$ cat src/core/dmc_pkg.sv
package dmc_pkg;
  localparam int CLK_NS = 50;
  function automatic int cyc_min(input int ns);
    int c;
    c = (ns + CLK_NS - 1) / CLK_NS;
    return (c < 1) ? 1 : c;
  endfunction
  // timing figures; plain defaults
  localparam int T_RFC_NS    = 110;
  localparam int T_RP_NS     = 15;
  localparam int T_CKSRE_NS  = 10;
  localparam int T_CKSRX_NS  = 10;
  localparam int T_XS_NS     = 120;
  localparam int T_XP_NS     = 24;
  localparam int T_MOD_CK    = 12;
  localparam int T_MRD_CK    = 4;
  localparam int T_DLLK_CK   = 512;
  localparam int T_ZQOPER_CK = 512;
  localparam int T_VREF_CK   = 512;
  localparam int T_RFC_CK    = cyc_min(T_RFC_NS);
  localparam int T_RP_CK     = cyc_min(T_RP_NS);
  localparam int T_CKSRE_CK  = cyc_min(T_CKSRE_NS);
  localparam int T_CKSRX_CK  = cyc_min(T_CKSRX_NS);
  localparam int T_XS_CK     = cyc_min(T_XS_NS);
  localparam int T_XP_CK     = cyc_min(T_XP_NS);
  // command pins {cs_n, ras_n, cas_n, we_n}
  localparam logic [3:0] C_MRS = 4'h0;
  localparam logic [3:0] C_REF = 4'h1;
  localparam logic [3:0] C_PRE = 4'h2;
  localparam logic [3:0] C_ACT = 4'h3;
  localparam logic [3:0] C_WR  = 4'h4;
  localparam logic [3:0] C_RD  = 4'h5;
  localparam logic [3:0] C_ZQ  = 4'h6;
  localparam logic [3:0] C_NOP = 4'h7;
  // mode register fields
  localparam int A10_BIT      = 10;
  localparam int MR1_DLL_BIT  = 0;
  localparam int MR0_RST_BIT  = 8;
  localparam int MR0_CL_LO    = 4;
  localparam int CL_BASE      = 4;
  localparam int CL_DLL_OFF   = 6;
  localparam logic [13:0] MR0_CL6     = 14'h0020;
  localparam logic [13:0] MR2_CWL6    = 14'h0008;
  localparam logic [13:0] MR1_DLL_OFF = 14'h0001;
  localparam logic [13:0] MR1_RTT_MSK = 14'h0244;
  localparam logic [13:0] MR2_RTT_MSK = 14'h0600;
  localparam logic [2:0]  BA_MR0 = 3'h0;
  localparam logic [2:0]  BA_MR1 = 3'h1;
  localparam logic [2:0]  BA_MR2 = 3'h2;
  // controller registers
  localparam logic [3:0] REG_CMD  = 4'h0;
  localparam logic [3:0] REG_STAT = 4'h4;
  localparam logic [3:0] REG_CFG  = 4'h8;
  localparam int STAT_ERR_BIT = 4;
  localparam logic [1:0] RESP_OK  = 2'h0;
  localparam logic [1:0] RESP_DEC = 2'h3;
  typedef enum logic [2:0] {
    OP_NONE = 3'b000, OP_REF = 3'b001, OP_SRE = 3'b010,
    OP_SRX  = 3'b011, OP_DLL_OFF = 3'b100, OP_DLL_ON = 3'b101,
    OP_PD_FCHG = 3'b110, OP_READ = 3'b111
  } dmc_op_e;
  typedef enum logic [1:0] {
    DEV_IDLE = 2'b00, DEV_SR = 2'b01, DEV_PD = 2'b10
  } dmc_dev_e;
  typedef enum logic [3:0] {
    A_END = 4'h0, A_PREA = 4'h1, A_REF = 4'h2, A_MRS = 4'h3,
    A_SRE = 4'h4, A_SRX = 4'h5, A_PDE = 4'h6, A_PDX = 4'h7,
    A_CKLO = 4'h8, A_CKHI = 4'h9, A_ZQ = 4'hA, A_RD = 4'hB,
    A_WAIT = 4'hC
  } dmc_act_e;
  typedef struct packed {
    dmc_act_e    act;
    logic [2:0]  ba;
    logic [13:0] arg;
    logic [9:0]  wt;
  } dmc_step_s;
endpackage

$ cat src/core/dmc_link_if.sv
`timescale 1ns/1ps
interface dmc_link_if;
  logic        cke;
  logic        cs_n;
  logic        ras_n;
  logic        cas_n;
  logic        we_n;
  logic        odt;
  logic        ck_fast;
  logic [2:0]  ba;
  logic [13:0] addr;
  logic        dqs;
  modport ctl (output cke, cs_n, ras_n, cas_n, we_n, odt, ck_fast,
               output ba, addr, input dqs);
  modport dram (input cke, cs_n, ras_n, cas_n, we_n, odt, ck_fast,
                input ba, addr, output dqs);
endinterface

$ cat src/core/dmc_ctrl.sv
`timescale 1ns/1ps
module dmc_ctrl
  import dmc_pkg::*;
(
  // clock and reset
  input  wire logic        clock_i,
  input  wire logic        reset_n_i,
  // axi4-lite slave
  input  wire logic        s_axi_awvalid_i,
  output logic             s_axi_awready_o,
  input  wire logic [3:0]  s_axi_awaddr_i,
  input  wire logic        s_axi_wvalid_i,
  output logic             s_axi_wready_o,
  input  wire logic [31:0] s_axi_wdata_i,
  input  wire logic [3:0]  s_axi_wstrb_i,
  output logic             s_axi_bvalid_o,
  input  wire logic        s_axi_bready_i,
  output logic [1:0]       s_axi_bresp_o,
  input  wire logic        s_axi_arvalid_i,
  output logic             s_axi_arready_o,
  input  wire logic [3:0]  s_axi_araddr_i,
  output logic             s_axi_rvalid_o,
  input  wire logic        s_axi_rready_i,
  output logic [31:0]      s_axi_rdata_o,
  output logic [1:0]       s_axi_rresp_o,
  // link
  dmc_link_if.ctl          link
);
  import dmc_pkg::*;

  typedef enum logic [1:0] {
    S_IDLE = 2'b00, S_ISSUE = 2'b01, S_WAIT = 2'b10
  } dmc_st_e;

  typedef struct packed {
    dmc_st_e     st;
    dmc_op_e     op;
    logic [3:0]  idx;
    logic [9:0]  cnt;
    dmc_dev_e    dev;
    logic        dll_on;
    logic        err;
    logic [13:0] mr0;
    logic [7:0]  lat;
    logic [7:0]  lcnt;
    logic        lrun;
    logic        cke;
    logic        ck_fast;
    logic [3:0]  cmd;
    logic [2:0]  ba;
    logic [13:0] addr;
    logic        awf;
    logic [3:0]  awa;
    logic        wf;
    logic [31:0] wd;
    logic        bv;
    logic [1:0]  br;
    logic        rv;
    logic [31:0] rd;
    logic [1:0]  rr;
  } dmc_ctrl_s;

  dmc_ctrl_s s_q, s_d;
  dmc_step_s stp;

  function automatic dmc_step_s mk(input dmc_act_e a, input logic [2:0] b,
                                   input logic [13:0] g, input int w);
    mk = '{act: a, ba: b, arg: g, wt: 10'(w)};
  endfunction

  // fixed sequences per operation; odt stays low throughout
  function automatic dmc_step_s step_f(input dmc_op_e op,
                                       input logic [3:0] i,
                                       input logic [13:0] mr0);
    logic [13:0] rst;
    rst    = mr0 | (14'h0001 << MR0_RST_BIT);
    step_f = mk(A_END, BA_MR0, '0, 0);
    case (op)
      OP_REF: case (i)
        4'h0: step_f = mk(A_PREA, BA_MR0, '0, T_RP_CK);
        4'h1: step_f = mk(A_REF, BA_MR0, '0, T_RFC_CK);
        default: ;
      endcase
      OP_SRE: if (i == 4'h0) step_f = mk(A_SRE, BA_MR0, '0, T_CKSRE_CK);
      OP_SRX: case (i)
        4'h0: step_f = mk(A_SRX, BA_MR0, '0, T_XS_CK);
        4'h1: step_f = mk(A_WAIT, BA_MR0, '0, T_VREF_CK);
        default: ;
      endcase
      OP_DLL_OFF: case (i)
        4'h0: step_f = mk(A_MRS, BA_MR1, MR1_DLL_OFF, T_MOD_CK);
        4'h1: step_f = mk(A_SRE, BA_MR0, '0, T_CKSRE_CK);
        4'h2: step_f = mk(A_CKLO, BA_MR0, '0, T_CKSRX_CK);
        4'h3: step_f = mk(A_SRX, BA_MR0, '0, T_XS_CK);
        4'h4: step_f = mk(A_MRS, BA_MR0, MR0_CL6, T_MRD_CK);
        4'h5: step_f = mk(A_MRS, BA_MR2, MR2_CWL6, T_MOD_CK);
        4'h6: step_f = mk(A_ZQ, BA_MR0, '0, T_ZQOPER_CK);
        default: ;
      endcase
      OP_DLL_ON: case (i)
        4'h0: step_f = mk(A_SRE, BA_MR0, '0, T_CKSRE_CK);
        4'h1: step_f = mk(A_CKHI, BA_MR0, '0, T_CKSRX_CK);
        4'h2: step_f = mk(A_SRX, BA_MR0, '0, T_XS_CK);
        4'h3: step_f = mk(A_MRS, BA_MR1, '0, T_MRD_CK);
        4'h4: step_f = mk(A_MRS, BA_MR0, rst, T_MRD_CK);
        4'h5: step_f = mk(A_MRS, BA_MR2, '0, T_MOD_CK);
        4'h6: step_f = mk(A_WAIT, BA_MR0, '0, T_DLLK_CK);
        4'h7: step_f = mk(A_ZQ, BA_MR0, '0, T_ZQOPER_CK);
        default: ;
      endcase
      OP_PD_FCHG: case (i)
        4'h0: step_f = mk(A_PDE, BA_MR0, '0, T_CKSRE_CK);
        4'h1: step_f = mk(A_WAIT, BA_MR0, '0, T_CKSRX_CK);
        4'h2: step_f = mk(A_PDX, BA_MR0, '0, T_XP_CK);
        4'h3: step_f = mk(A_MRS, BA_MR0, rst, T_MOD_CK);
        4'h4: step_f = mk(A_WAIT, BA_MR0, '0, T_DLLK_CK);
        default: ;
      endcase
      OP_READ: if (i == 4'h0) step_f = mk(A_RD, BA_MR0, '0, 1);
      default: ;
    endcase
  endfunction

  function automatic logic legal_f(input dmc_op_e op, input dmc_dev_e d,
                                   input logic dll);
    case (op)
      OP_SRX:     legal_f = (d == DEV_SR);
      OP_DLL_OFF: legal_f = (d == DEV_IDLE) && dll;
      OP_DLL_ON:  legal_f = (d == DEV_IDLE) && !dll;
      OP_NONE:    legal_f = 1'b0;
      default:    legal_f = (d == DEV_IDLE);
    endcase
  endfunction

  always_comb begin
    s_d = s_q;
    stp = step_f(s_q.op, s_q.idx, s_q.mr0);
    s_d.cmd = C_NOP;
    // read strobe capture, counted in controller cycles
    if (s_q.lrun) begin
      s_d.lcnt = s_q.lcnt + 8'd1;
      if (link.dqs) begin
        s_d.lat  = s_q.lcnt;
        s_d.lrun = 1'b0;
      end
    end
    case (s_q.st)
      S_ISSUE: begin
        s_d.cnt = stp.wt;
        s_d.st  = S_WAIT;
        s_d.ba  = stp.ba;
        s_d.addr = stp.arg;
        case (stp.act)
          A_END: s_d.st = S_IDLE;
          A_PREA: begin
            s_d.cmd = C_PRE;
            s_d.addr = 14'h0001 << A10_BIT;
          end
          A_REF: s_d.cmd = C_REF;
          A_MRS: begin
            s_d.cmd = C_MRS;
            if (stp.ba == BA_MR1) begin
              s_d.dll_on = !stp.arg[MR1_DLL_BIT];
            end
          end
          A_SRE: begin
            s_d.cmd = C_REF;
            s_d.cke = 1'b0;
            s_d.dev = DEV_SR;
          end
          A_PDE: begin
            s_d.cke = 1'b0;
            s_d.dev = DEV_PD;
          end
          A_SRX, A_PDX: begin
            s_d.cke = 1'b1;
            s_d.dev = DEV_IDLE;
          end
          // rate gap is crossed only here, inside self-refresh
          A_CKLO: s_d.ck_fast = 1'b0;
          A_CKHI: s_d.ck_fast = 1'b1;
          A_ZQ: begin
            s_d.cmd = C_ZQ;
            s_d.addr = 14'h0001 << A10_BIT;
          end
          A_RD: begin
            s_d.cmd  = C_RD;
            s_d.lrun = 1'b1;
            s_d.lcnt = 8'h00;
          end
          default: ;
        endcase
      end
      S_WAIT: begin
        if (s_q.cnt <= 10'd1) begin
          s_d.idx = s_q.idx + 4'd1;
          s_d.st  = S_ISSUE;
        end else begin
          s_d.cnt = s_q.cnt - 10'd1;
        end
      end
      default: ;
    endcase
    // axi write channels, taken in either order
    if (s_axi_awvalid_i && s_axi_awready_o) begin
      s_d.awf = 1'b1;
      s_d.awa = s_axi_awaddr_i;
    end
    if (s_axi_wvalid_i && s_axi_wready_o) begin
      s_d.wf = 1'b1;
      s_d.wd = s_axi_wdata_i;
    end
    if (s_q.bv && s_axi_bready_i) s_d.bv = 1'b0;
    if (s_q.awf && s_q.wf) begin
      s_d.awf = 1'b0;
      s_d.wf  = 1'b0;
      s_d.bv  = 1'b1;
      s_d.br  = RESP_OK;
      case ({s_q.awa[3:2], 2'b00})
        REG_CMD: begin
          if (s_q.wd[2:0] != OP_NONE) begin
            if (s_q.st == S_IDLE &&
                legal_f(dmc_op_e'(s_q.wd[2:0]), s_q.dev, s_q.dll_on)) begin
              s_d.op  = dmc_op_e'(s_q.wd[2:0]);
              s_d.idx = '0;
              s_d.st  = S_ISSUE;
            end else begin
              s_d.err = 1'b1;
            end
          end
        end
        REG_STAT: begin
          if (s_q.wd[STAT_ERR_BIT] && !s_d.err) s_d.err = 1'b0;
          else if (s_q.wd[STAT_ERR_BIT]) s_d.err = s_d.err & ~s_q.err;
        end
        REG_CFG: s_d.mr0 = s_q.wd[13:0];
        default: s_d.br = RESP_DEC;
      endcase
    end
    if (s_axi_arvalid_i && s_axi_arready_o) begin
      s_d.rv = 1'b1;
      s_d.rr = RESP_OK;
      case ({s_axi_araddr_i[3:2], 2'b00})
        REG_CMD:  s_d.rd = {29'h0, s_q.op};
        // busy spans the strobe wait, so the latency is fresh once idle
        REG_STAT: s_d.rd = {16'h0, s_q.lat, 3'h0, s_q.err, s_q.dll_on,
                            s_q.dev, (s_q.st != S_IDLE) || s_q.lrun};
        REG_CFG:  s_d.rd = {18'h0, s_q.mr0};
        default: begin
          s_d.rd = '0;
          s_d.rr = RESP_DEC;
        end
      endcase
    end else if (s_q.rv && s_axi_rready_i) begin
      s_d.rv = 1'b0;
    end
  end

  always_ff @(posedge clock_i or negedge reset_n_i) begin
    if (!reset_n_i) begin
      s_q         <= '0;
      s_q.dll_on  <= 1'b1;
      s_q.cke     <= 1'b1;
      s_q.ck_fast <= 1'b1;
      s_q.cmd     <= C_NOP;
      s_q.mr0     <= MR0_CL6;
    end else begin
      s_q <= s_d;
    end
  end

  assign s_axi_awready_o = !s_q.awf && !s_q.bv;
  assign s_axi_wready_o  = !s_q.wf && !s_q.bv;
  assign s_axi_bvalid_o  = s_q.bv;
  assign s_axi_bresp_o   = s_q.br;
  assign s_axi_arready_o = !s_q.rv;
  assign s_axi_rvalid_o  = s_q.rv;
  assign s_axi_rdata_o   = s_q.rd;
  assign s_axi_rresp_o   = s_q.rr;
  assign link.cke     = s_q.cke;
  assign link.cs_n    = s_q.cmd[3];
  assign link.ras_n   = s_q.cmd[2];
  assign link.cas_n   = s_q.cmd[1];
  assign link.we_n    = s_q.cmd[0];
  assign link.odt     = 1'b0;
  assign link.ck_fast = s_q.ck_fast;
  assign link.ba      = s_q.ba;
  assign link.addr    = s_q.addr;
endmodule // dmc_ctrl

$ cat src/flat_wrapper.sv
// flat-port wrapper written by rule: the top's interface ports become plain ports
module dmc_ctrl_flat import dmc_pkg::*;
  (clock_i, reset_n_i, s_axi_awvalid_i, s_axi_awready_o, s_axi_awaddr_i, s_axi_wvalid_i, s_axi_wready_o, s_axi_wdata_i, s_axi_wstrb_i, s_axi_bvalid_o, s_axi_bready_i, s_axi_bresp_o, s_axi_arvalid_i, s_axi_arready_o, s_axi_araddr_i, s_axi_rvalid_o, s_axi_rready_i, s_axi_rdata_o, s_axi_rresp_o, link_cke, link_cs_n, link_ras_n, link_cas_n, link_we_n, link_odt, link_ck_fast, link_ba, link_addr, link_dqs);
  dmc_link_if link_i ();
  input  wire logic clock_i;
  input  wire logic reset_n_i;
  input  wire logic s_axi_awvalid_i;
  output logic s_axi_awready_o;
  input  wire logic [3:0] s_axi_awaddr_i;
  input  wire logic s_axi_wvalid_i;
  output logic s_axi_wready_o;
  input  wire logic [31:0] s_axi_wdata_i;
  input  wire logic [3:0] s_axi_wstrb_i;
  output logic s_axi_bvalid_o;
  input  wire logic s_axi_bready_i;
  output logic [1:0] s_axi_bresp_o;
  input  wire logic s_axi_arvalid_i;
  output logic s_axi_arready_o;
  input  wire logic [3:0] s_axi_araddr_i;
  output logic s_axi_rvalid_o;
  input  wire logic s_axi_rready_i;
  output logic [31:0] s_axi_rdata_o;
  output logic [1:0] s_axi_rresp_o;
  output wire logic [$bits(link_i.cke)-1:0] link_cke;
  output wire logic [$bits(link_i.cs_n)-1:0] link_cs_n;
  output wire logic [$bits(link_i.ras_n)-1:0] link_ras_n;
  output wire logic [$bits(link_i.cas_n)-1:0] link_cas_n;
  output wire logic [$bits(link_i.we_n)-1:0] link_we_n;
  output wire logic [$bits(link_i.odt)-1:0] link_odt;
  output wire logic [$bits(link_i.ck_fast)-1:0] link_ck_fast;
  output wire logic [$bits(link_i.ba)-1:0] link_ba;
  output wire logic [$bits(link_i.addr)-1:0] link_addr;
  input wire logic [$bits(link_i.dqs)-1:0] link_dqs;
  assign link_cke = link_i.cke;
  assign link_cs_n = link_i.cs_n;
  assign link_ras_n = link_i.ras_n;
  assign link_cas_n = link_i.cas_n;
  assign link_we_n = link_i.we_n;
  assign link_odt = link_i.odt;
  assign link_ck_fast = link_i.ck_fast;
  assign link_ba = link_i.ba;
  assign link_addr = link_i.addr;
  assign link_i.dqs = link_dqs;
  dmc_ctrl u_core (.clock_i(clock_i), .reset_n_i(reset_n_i), .s_axi_awvalid_i(s_axi_awvalid_i), .s_axi_awready_o(s_axi_awready_o), .s_axi_awaddr_i(s_axi_awaddr_i), .s_axi_wvalid_i(s_axi_wvalid_i), .s_axi_wready_o(s_axi_wready_o), .s_axi_wdata_i(s_axi_wdata_i), .s_axi_wstrb_i(s_axi_wstrb_i), .s_axi_bvalid_o(s_axi_bvalid_o), .s_axi_bready_i(s_axi_bready_i), .s_axi_bresp_o(s_axi_bresp_o), .s_axi_arvalid_i(s_axi_arvalid_i), .s_axi_arready_o(s_axi_arready_o), .s_axi_araddr_i(s_axi_araddr_i), .s_axi_rvalid_o(s_axi_rvalid_o), .s_axi_rready_i(s_axi_rready_i), .s_axi_rdata_o(s_axi_rdata_o), .s_axi_rresp_o(s_axi_rresp_o), .link(link_i));
endmodule
$ cat config.mk
export PLATFORM = sky130hd
export DESIGN_NAME = dmc_ctrl_flat
export DESIGN_NICKNAME = d
export VERILOG_FILES = /design/src/core/dmc_pkg.sv /design/src/core/dmc_link_if.sv /design/src/core/dmc_ctrl.sv /design/src/flat_wrapper.sv
export SDC_FILE = /design/constraint.sdc
export NUM_CORES = 1
export LEC_CHECK = 0
export BUFFER_PORTS_ARGS = -buffer_cell sky130_fd_sc_hd__buf_2
export CORE_MARGIN = 2
export CORE_UTILIZATION = 56
export DETAILED_ROUTE_END_ITERATION = 8
export PLACE_DENSITY = 0.78
export SLEW_MARGIN = 25
export SYNTH_ARGS = -nofsm -noshare
export SYNTH_HDL_FRONTEND = slang
export SYNTH_SLANG_ARGS = --single-unit
$ cat constraint.sdc
create_clock -name clock_i -period 2.7 [get_ports clock_i]
set_input_delay 0 -clock clock_i [delete_from_list [all_inputs] [get_ports clock_i]]
set_output_delay 0 -clock clock_i [all_outputs]
set_load 0.1 [all_outputs]
# [Word-level counts from Yosys, hierarchy flattened]
# Index checks and enable logic that the tools add are counted.
[op_classes] order_cmp=1 mux=48 add_sub_neg=3 n_reduce_logical=53 eq_ne=40
[op_table] cell="31-bit one-hot mux with 7 select lines" count=2
[op_table] cell="31-bit one-hot mux with 8 select lines" count=1
[op_table] cell="31-bit one-hot mux with 5 select lines" count=1
[op_table] cell="31-bit one-hot mux with 2 select lines" count=1
[op_table] cell="29-bit one-hot mux with 2 select lines" count=1
[op_table] cell="9-bit 2-to-1 mux" count=6
[op_table] cell="16-bit one-hot mux with 3 select lines" count=1
[op_table] cell="33-bit 2-to-1 mux" count=1
[op_table] cell="4-bit by 3-bit == test with 1-bit output (second input constant)" count=8
[op_table] cell="32-bit 2-to-1 mux" count=1
[op_table] cell="31-bit 2-to-1 mux" count=1
[op_table] cell="30-bit 2-to-1 mux" count=1
[op_table] cell="10-bit one-hot mux with 2 select lines" count=1
[op_table] cell="3-bit == test (second input constant)" count=6
[op_table] cell="2-bit nonzero test" count=9
[op_table] cell="4-bit by 2-bit == test with 1-bit output (second input constant)" count=4
[op_table] cell="4-bit == test (second input constant)" count=4
[op_table] cell="3-bit one-hot mux with 5 select lines" count=1
[op_table] cell="14-bit 2-to-1 mux" count=1
[op_table] cell="1-bit 2-to-1 mux" count=13
[op_table] cell="1-bit logical AND" count=12
[op_table] cell="2-bit AND reduction" count=6
[op_table] cell="10-bit by 1-bit <= comparator with 1-bit output (second input constant)" count=1
[op_table] cell="10-bit 2-to-1 mux" count=1
[op_table] cell="other kinds (30)" count=61
[word_totals] elab_cells=170 ff_bits=153 output_inout_bits=65

# [Logic depth before layout (Yosys ltp)]
[logic_depth] word_depth=11 mapped_depth=10 mapped_depth_nobuf=8

# [Worst setup path after synthesis]
# No wires, ideal clock.
[synth_timing] kind="register to register" from="register u_core.s_q, in the netlist u_core.s_axi_bvalid_o" to="register u_core.s_q[41] in the netlist's numbering" synth_period_minus_slack_ps=3505 path_stages_with_launch=6 t_arrival_ps=3381 slack_ps=-805 n_path_buf=2 path_cell_list="dfrtp_1 -> nor2_1 -> and2_1 -> clkbuf_1 -> clkbuf_1 -> mux2_2"
[synth_via] elab_chain_cells=3
[synth_lines] element="start: declaration" line="dmc_ctrl.sv:63" rtl="dmc_ctrl_s s_q, s_d;"
[synth_lines] element="1-bit logical NOT" line="dmc_ctrl.sv:273" rtl="assign s_axi_wready_o = !s_q.wf && !s_q.bv;"
[synth_lines] element="1-bit logical AND" line="dmc_ctrl.sv:273"
[synth_lines] element="named net s_axi_wready_o" line="flat_wrapper.sv:11" rtl="output logic s_axi_wready_o;"
[synth_lines] element="1-bit logical AND" line="dmc_ctrl.sv:209" rtl="if (s_axi_wvalid_i && s_axi_wready_o) begin"
# The timed path passes the listed nets, and every way through them passes these cells.
# A chain may end at the register's enable or synchronous reset.

# [Worst setup path in the final report]
[layout_timing] from="register u_core.s_q[144] in the netlist's numbering" to="register u_core.s_q[133] in the netlist's numbering"
[layout_via] elab_chain_cells=7
[layout_lines] element="4-bit by 3-bit == test with 1-bit output (tied with other cells)" line="dmc_ctrl.sv:100" rtl="OP_DLL_ON: case (i)"
[layout_lines] element="31-bit one-hot mux with 8 select lines (tied with other cells)" line="dmc_ctrl.sv:100"
[layout_lines] element="31-bit one-hot mux with 7 select lines *" line="dmc_ctrl.sv:78" rtl="case (op)"
[layout_lines] element="4-bit by 3-bit == test with 1-bit output" line="dmc_ctrl.sv:153" rtl="case (stp.act)"
[layout_lines] element="2-bit OR reduction" line="dmc_ctrl.sv:153"
[layout_lines] element="3-bit nonzero test (no line)"
[layout_lines] element="2-bit AND reduction (no line)"
# Mark *: on every way between the ends. The rest lies on a longest branch, timed or not.

==> flow_summary.toml <==
[place]
place.gp.congestion = 0.880
place_area_sq_mm = 0.00629
dpl_worst_slack_ps = 129
io_buffers = 71
dp_hpwl_microns = 9330

[routing]
antenna_left = 0
drc = 0
routed_wl_microns = 13800
vias = 4564
viasPerCell = 5.68
drtIter0Drc = 357
routedWlPerCell_microns = 17.2
dr.pass1.iters = 5

[timing]
finClkSkew_ps = 9.20
rsz0062_at_grt = "no"
final.min_clock_period_ps = 2470
worst_slew_pin_slew_ps = 860
fmax_ghz = 0.404
period_share_pct = 91.7
hold-worst-slack_ps = 57.0
setup-tns-final_ps = 0
slew_violations = 0
hold_violations = 0
finalSetupViolCount = 0
slew_headroom_pct = 42.5
fin_ws_ps = 225

[critical_path]
critPathMaxFanout = 13
worstSetupStartpoint = "u_core.s_q[144]"
crit_family = "compound AO/OA/AOI/OAI gates"
crit_required_ps = 3100
worstPathArrival_ps = 2870
ff2ff_path_depth = 8
crit_path_cell_trace = "inv_1 > ha_2 > nand2_1 > o21ai_1 > a22oi_2 > o221ai_4 > and2_4 > mux2_1"
crit_type = "flop to flop"
r2r-start = "u_core.s_q[144]"
reg2reg_to = "u_core.s_q[133]"
r2r_slack_ps = 230
critPathSlowestCell = "dfrtp_1"
path_depth = 8
critPathBufInv = 1
startpoint_type = "flop"
max_stage_delay_ps = 430
crit_path_end = "u_core.s_q[133]"
critPathCaptureType = "flop"

[pwr]
p_leak_nw = 3.28
power_density_mw_per_mm2 = 1280
finalPower_mw = 9.11
peakVddDrop_uv = 926

[cts]
cts_tree = "done"
clockRootBuffer = "clkbuf_8"
numCtsBuffers = 17
clockBufferDepth = 2
path_clk_slew_ps = 60
htreeDepth = 4
cts.sinks = 113
clk-insertion-delay-late_ps = 520

[synthesis]
synth_area_sq_mm = 0.00618
synth_top_area_share_pct = 42.9
synth_area_per_cell_sq_um = 10.5
synth_top_family_by_area = "simple AND/OR/NAND/NOR gates"
ys.warnings.count = 0
async_flop_share_pct = 100
synth.largest_area_cell = "dfrtp_1"
yosysSeqAreaShare_pct = 45.9
synthFlopType = "dfrtp_1"
synthSimpleGateAreaFrac_pct = 15.5
yosys.cell_types.count = 78
synthXorXnorAreaFrac_pct = 1.98
synthAdderAreaFrac_pct = 2.03
synth-compound-area-share_pct = 13.8
synth_edf_count = 0
syn_inst = 589
synth_area_leaders = "dfrtp_1 (43%), mux2_2 (7.5%), buf_4 (6.9%)"
synth_mux_area_share_pct = 9.98
synth.ff_latch_count = 113

[floorplan]
row_count = 38
die_height_microns = 109
die-area_sq_mm = 0.0119
core-area_sq_mm = 0.0108
fp.dieW_microns = 109
ios = 117
start_util_pct = 57.2

[global_route]
grt_max_degree = 63
antenna_found_initial = 0
gr-total-overflow = 0
grt_pass1_vias = 4432
grt_use_total_pct = 24.4
grt_pass1_wl_microns = 22100

[cells_and_area]
area_delta_synth_final_pct = 15.5
layout_commonest_cell = "dfrtp_1"
nets = 713
layout-drive-gt1-share_pct = 30.1
diodes = 0
finish.instance_area_sq_mm = 0.00714
layout_common_cells = "dfrtp_1 (106), buf_2 (70), nand2_1 (46), nor2_1 (41), mux2_2 (41)"

[outcome]
status = "complete, no violations"

[worst_hold_path]
holdPathStages = 5
hold_path.class = "primary input to flop"

[job]
cap_violations = 0
-- where the power goes --
part	internal (mW)	total, mW	switching [mW]
clock network	1.25	2.12	0.875
registers	2.23	2.77	0.546
logic	1.38	4.21	2.83
-- layer usage --
layer | up-vias | share of wire, % | track usage (%)
li1 | 2126 | - | -
met5 | - | 0 | 0
met3 | 28 | 5.9 | 4.96
met1 | 2231 | 44 | 32.7
met2 | 179 | 48 | 38.8
met4 | 0 | 2.2 | 10.2
-- worst reg2reg max path, cell delays in order, from the launching register on --
cell      delay (ps)
dfrtp_1          430
inv_1            120
ha_2             350
nand2_1          170
o21ai_1          220
a22oi_2          120
o221ai_4         360
and2_4           260
mux2_1           320
-- synthesized netlist by cell type, types with 8 or more instances --
library cell  count
mux2i_1          11
a21oi_1          21
dfrtp_1         106
o21ai_1          11
xor2_1            8
nor2b_1           9
o2bb2ai_1         9
a22oi_1          12
nor2_1           43
ha_1             10
nand2_1          46
o21ai_0          27
buf_4            57
clkbuf_1         18
mux2_2           41
inv_1            17
-- state kept, by name (all words and copies together), names as in the netlist, 2 cells and up --
register	count
u_core.link.ba	2
u_core.s_q	72
u_core.link.addr	14
u_core.s_axi_rdata_o	16
-- metrics by stage --
stage,util [%],std cells
3_3_place_gp,58.3,745
5_1_grt,66.1,804
2_1_floorplan,-,607
3_5_place_dp,58.3,745
4_1_cts,66.0,803
6_report,66.1,804
-- kinds of logic (layout without fill, tap and decap cells) --
| kind of cell | count (synthesis) | count (layout) |
|---|---|---|
| xor gates and xnor gates | 14 | 14 |
| muxes | 56 | 56 |
| AOI/OAI and AO/OA | 122 | 122 |
| other | 1 | 19 |
| adders and majority gates | 10 | 10 |
| and+or+nand+nor | 168 | 168 |
| buffers and inverters | 105 | 162 |
| DFF | 113 | 113 |
-- cell type report --
type	instances	area, sq um
fill	771	3660
sequential	113	2840
multi-input combinational	389	2760
timing repair buffer	112	731
clock buffer	17	414
tap	140	175
clock inverter	15	150
inverter	18	67.6
-- repair_timing --
action	4_1_cts	5_1_grt
hold buffers	26	0
hold endpoints to repair	87	0
buffers inserted	0	1
gates resized for setup	0	3
setup endpoints to repair	0	11
-- worst min-delay path by stage --
| stage | start | end | slack [ps] |
|---|---|---|---|
| 2_1_floorplan | reset_n_i | u_core.link.addr[0] | -300 |
| 3_3_place_gp | reset_n_i | u_core.s_q[145] | 130 |
| 3_5_place_dp | reset_n_i | u_core.s_q[145] | 140 |
| 4_1_cts | s_axi_araddr_i[3] | u_core.s_axi_rdata_o[0] | 30 |
| 5_1_grt | s_axi_araddr_i[3] | u_core.s_axi_rdata_o[0] | 120 |
| 6_report | s_axi_araddr_i[3] | u_core.s_axi_rdata_o[0] | 60 |
Power figures use the tool's default switching activity.
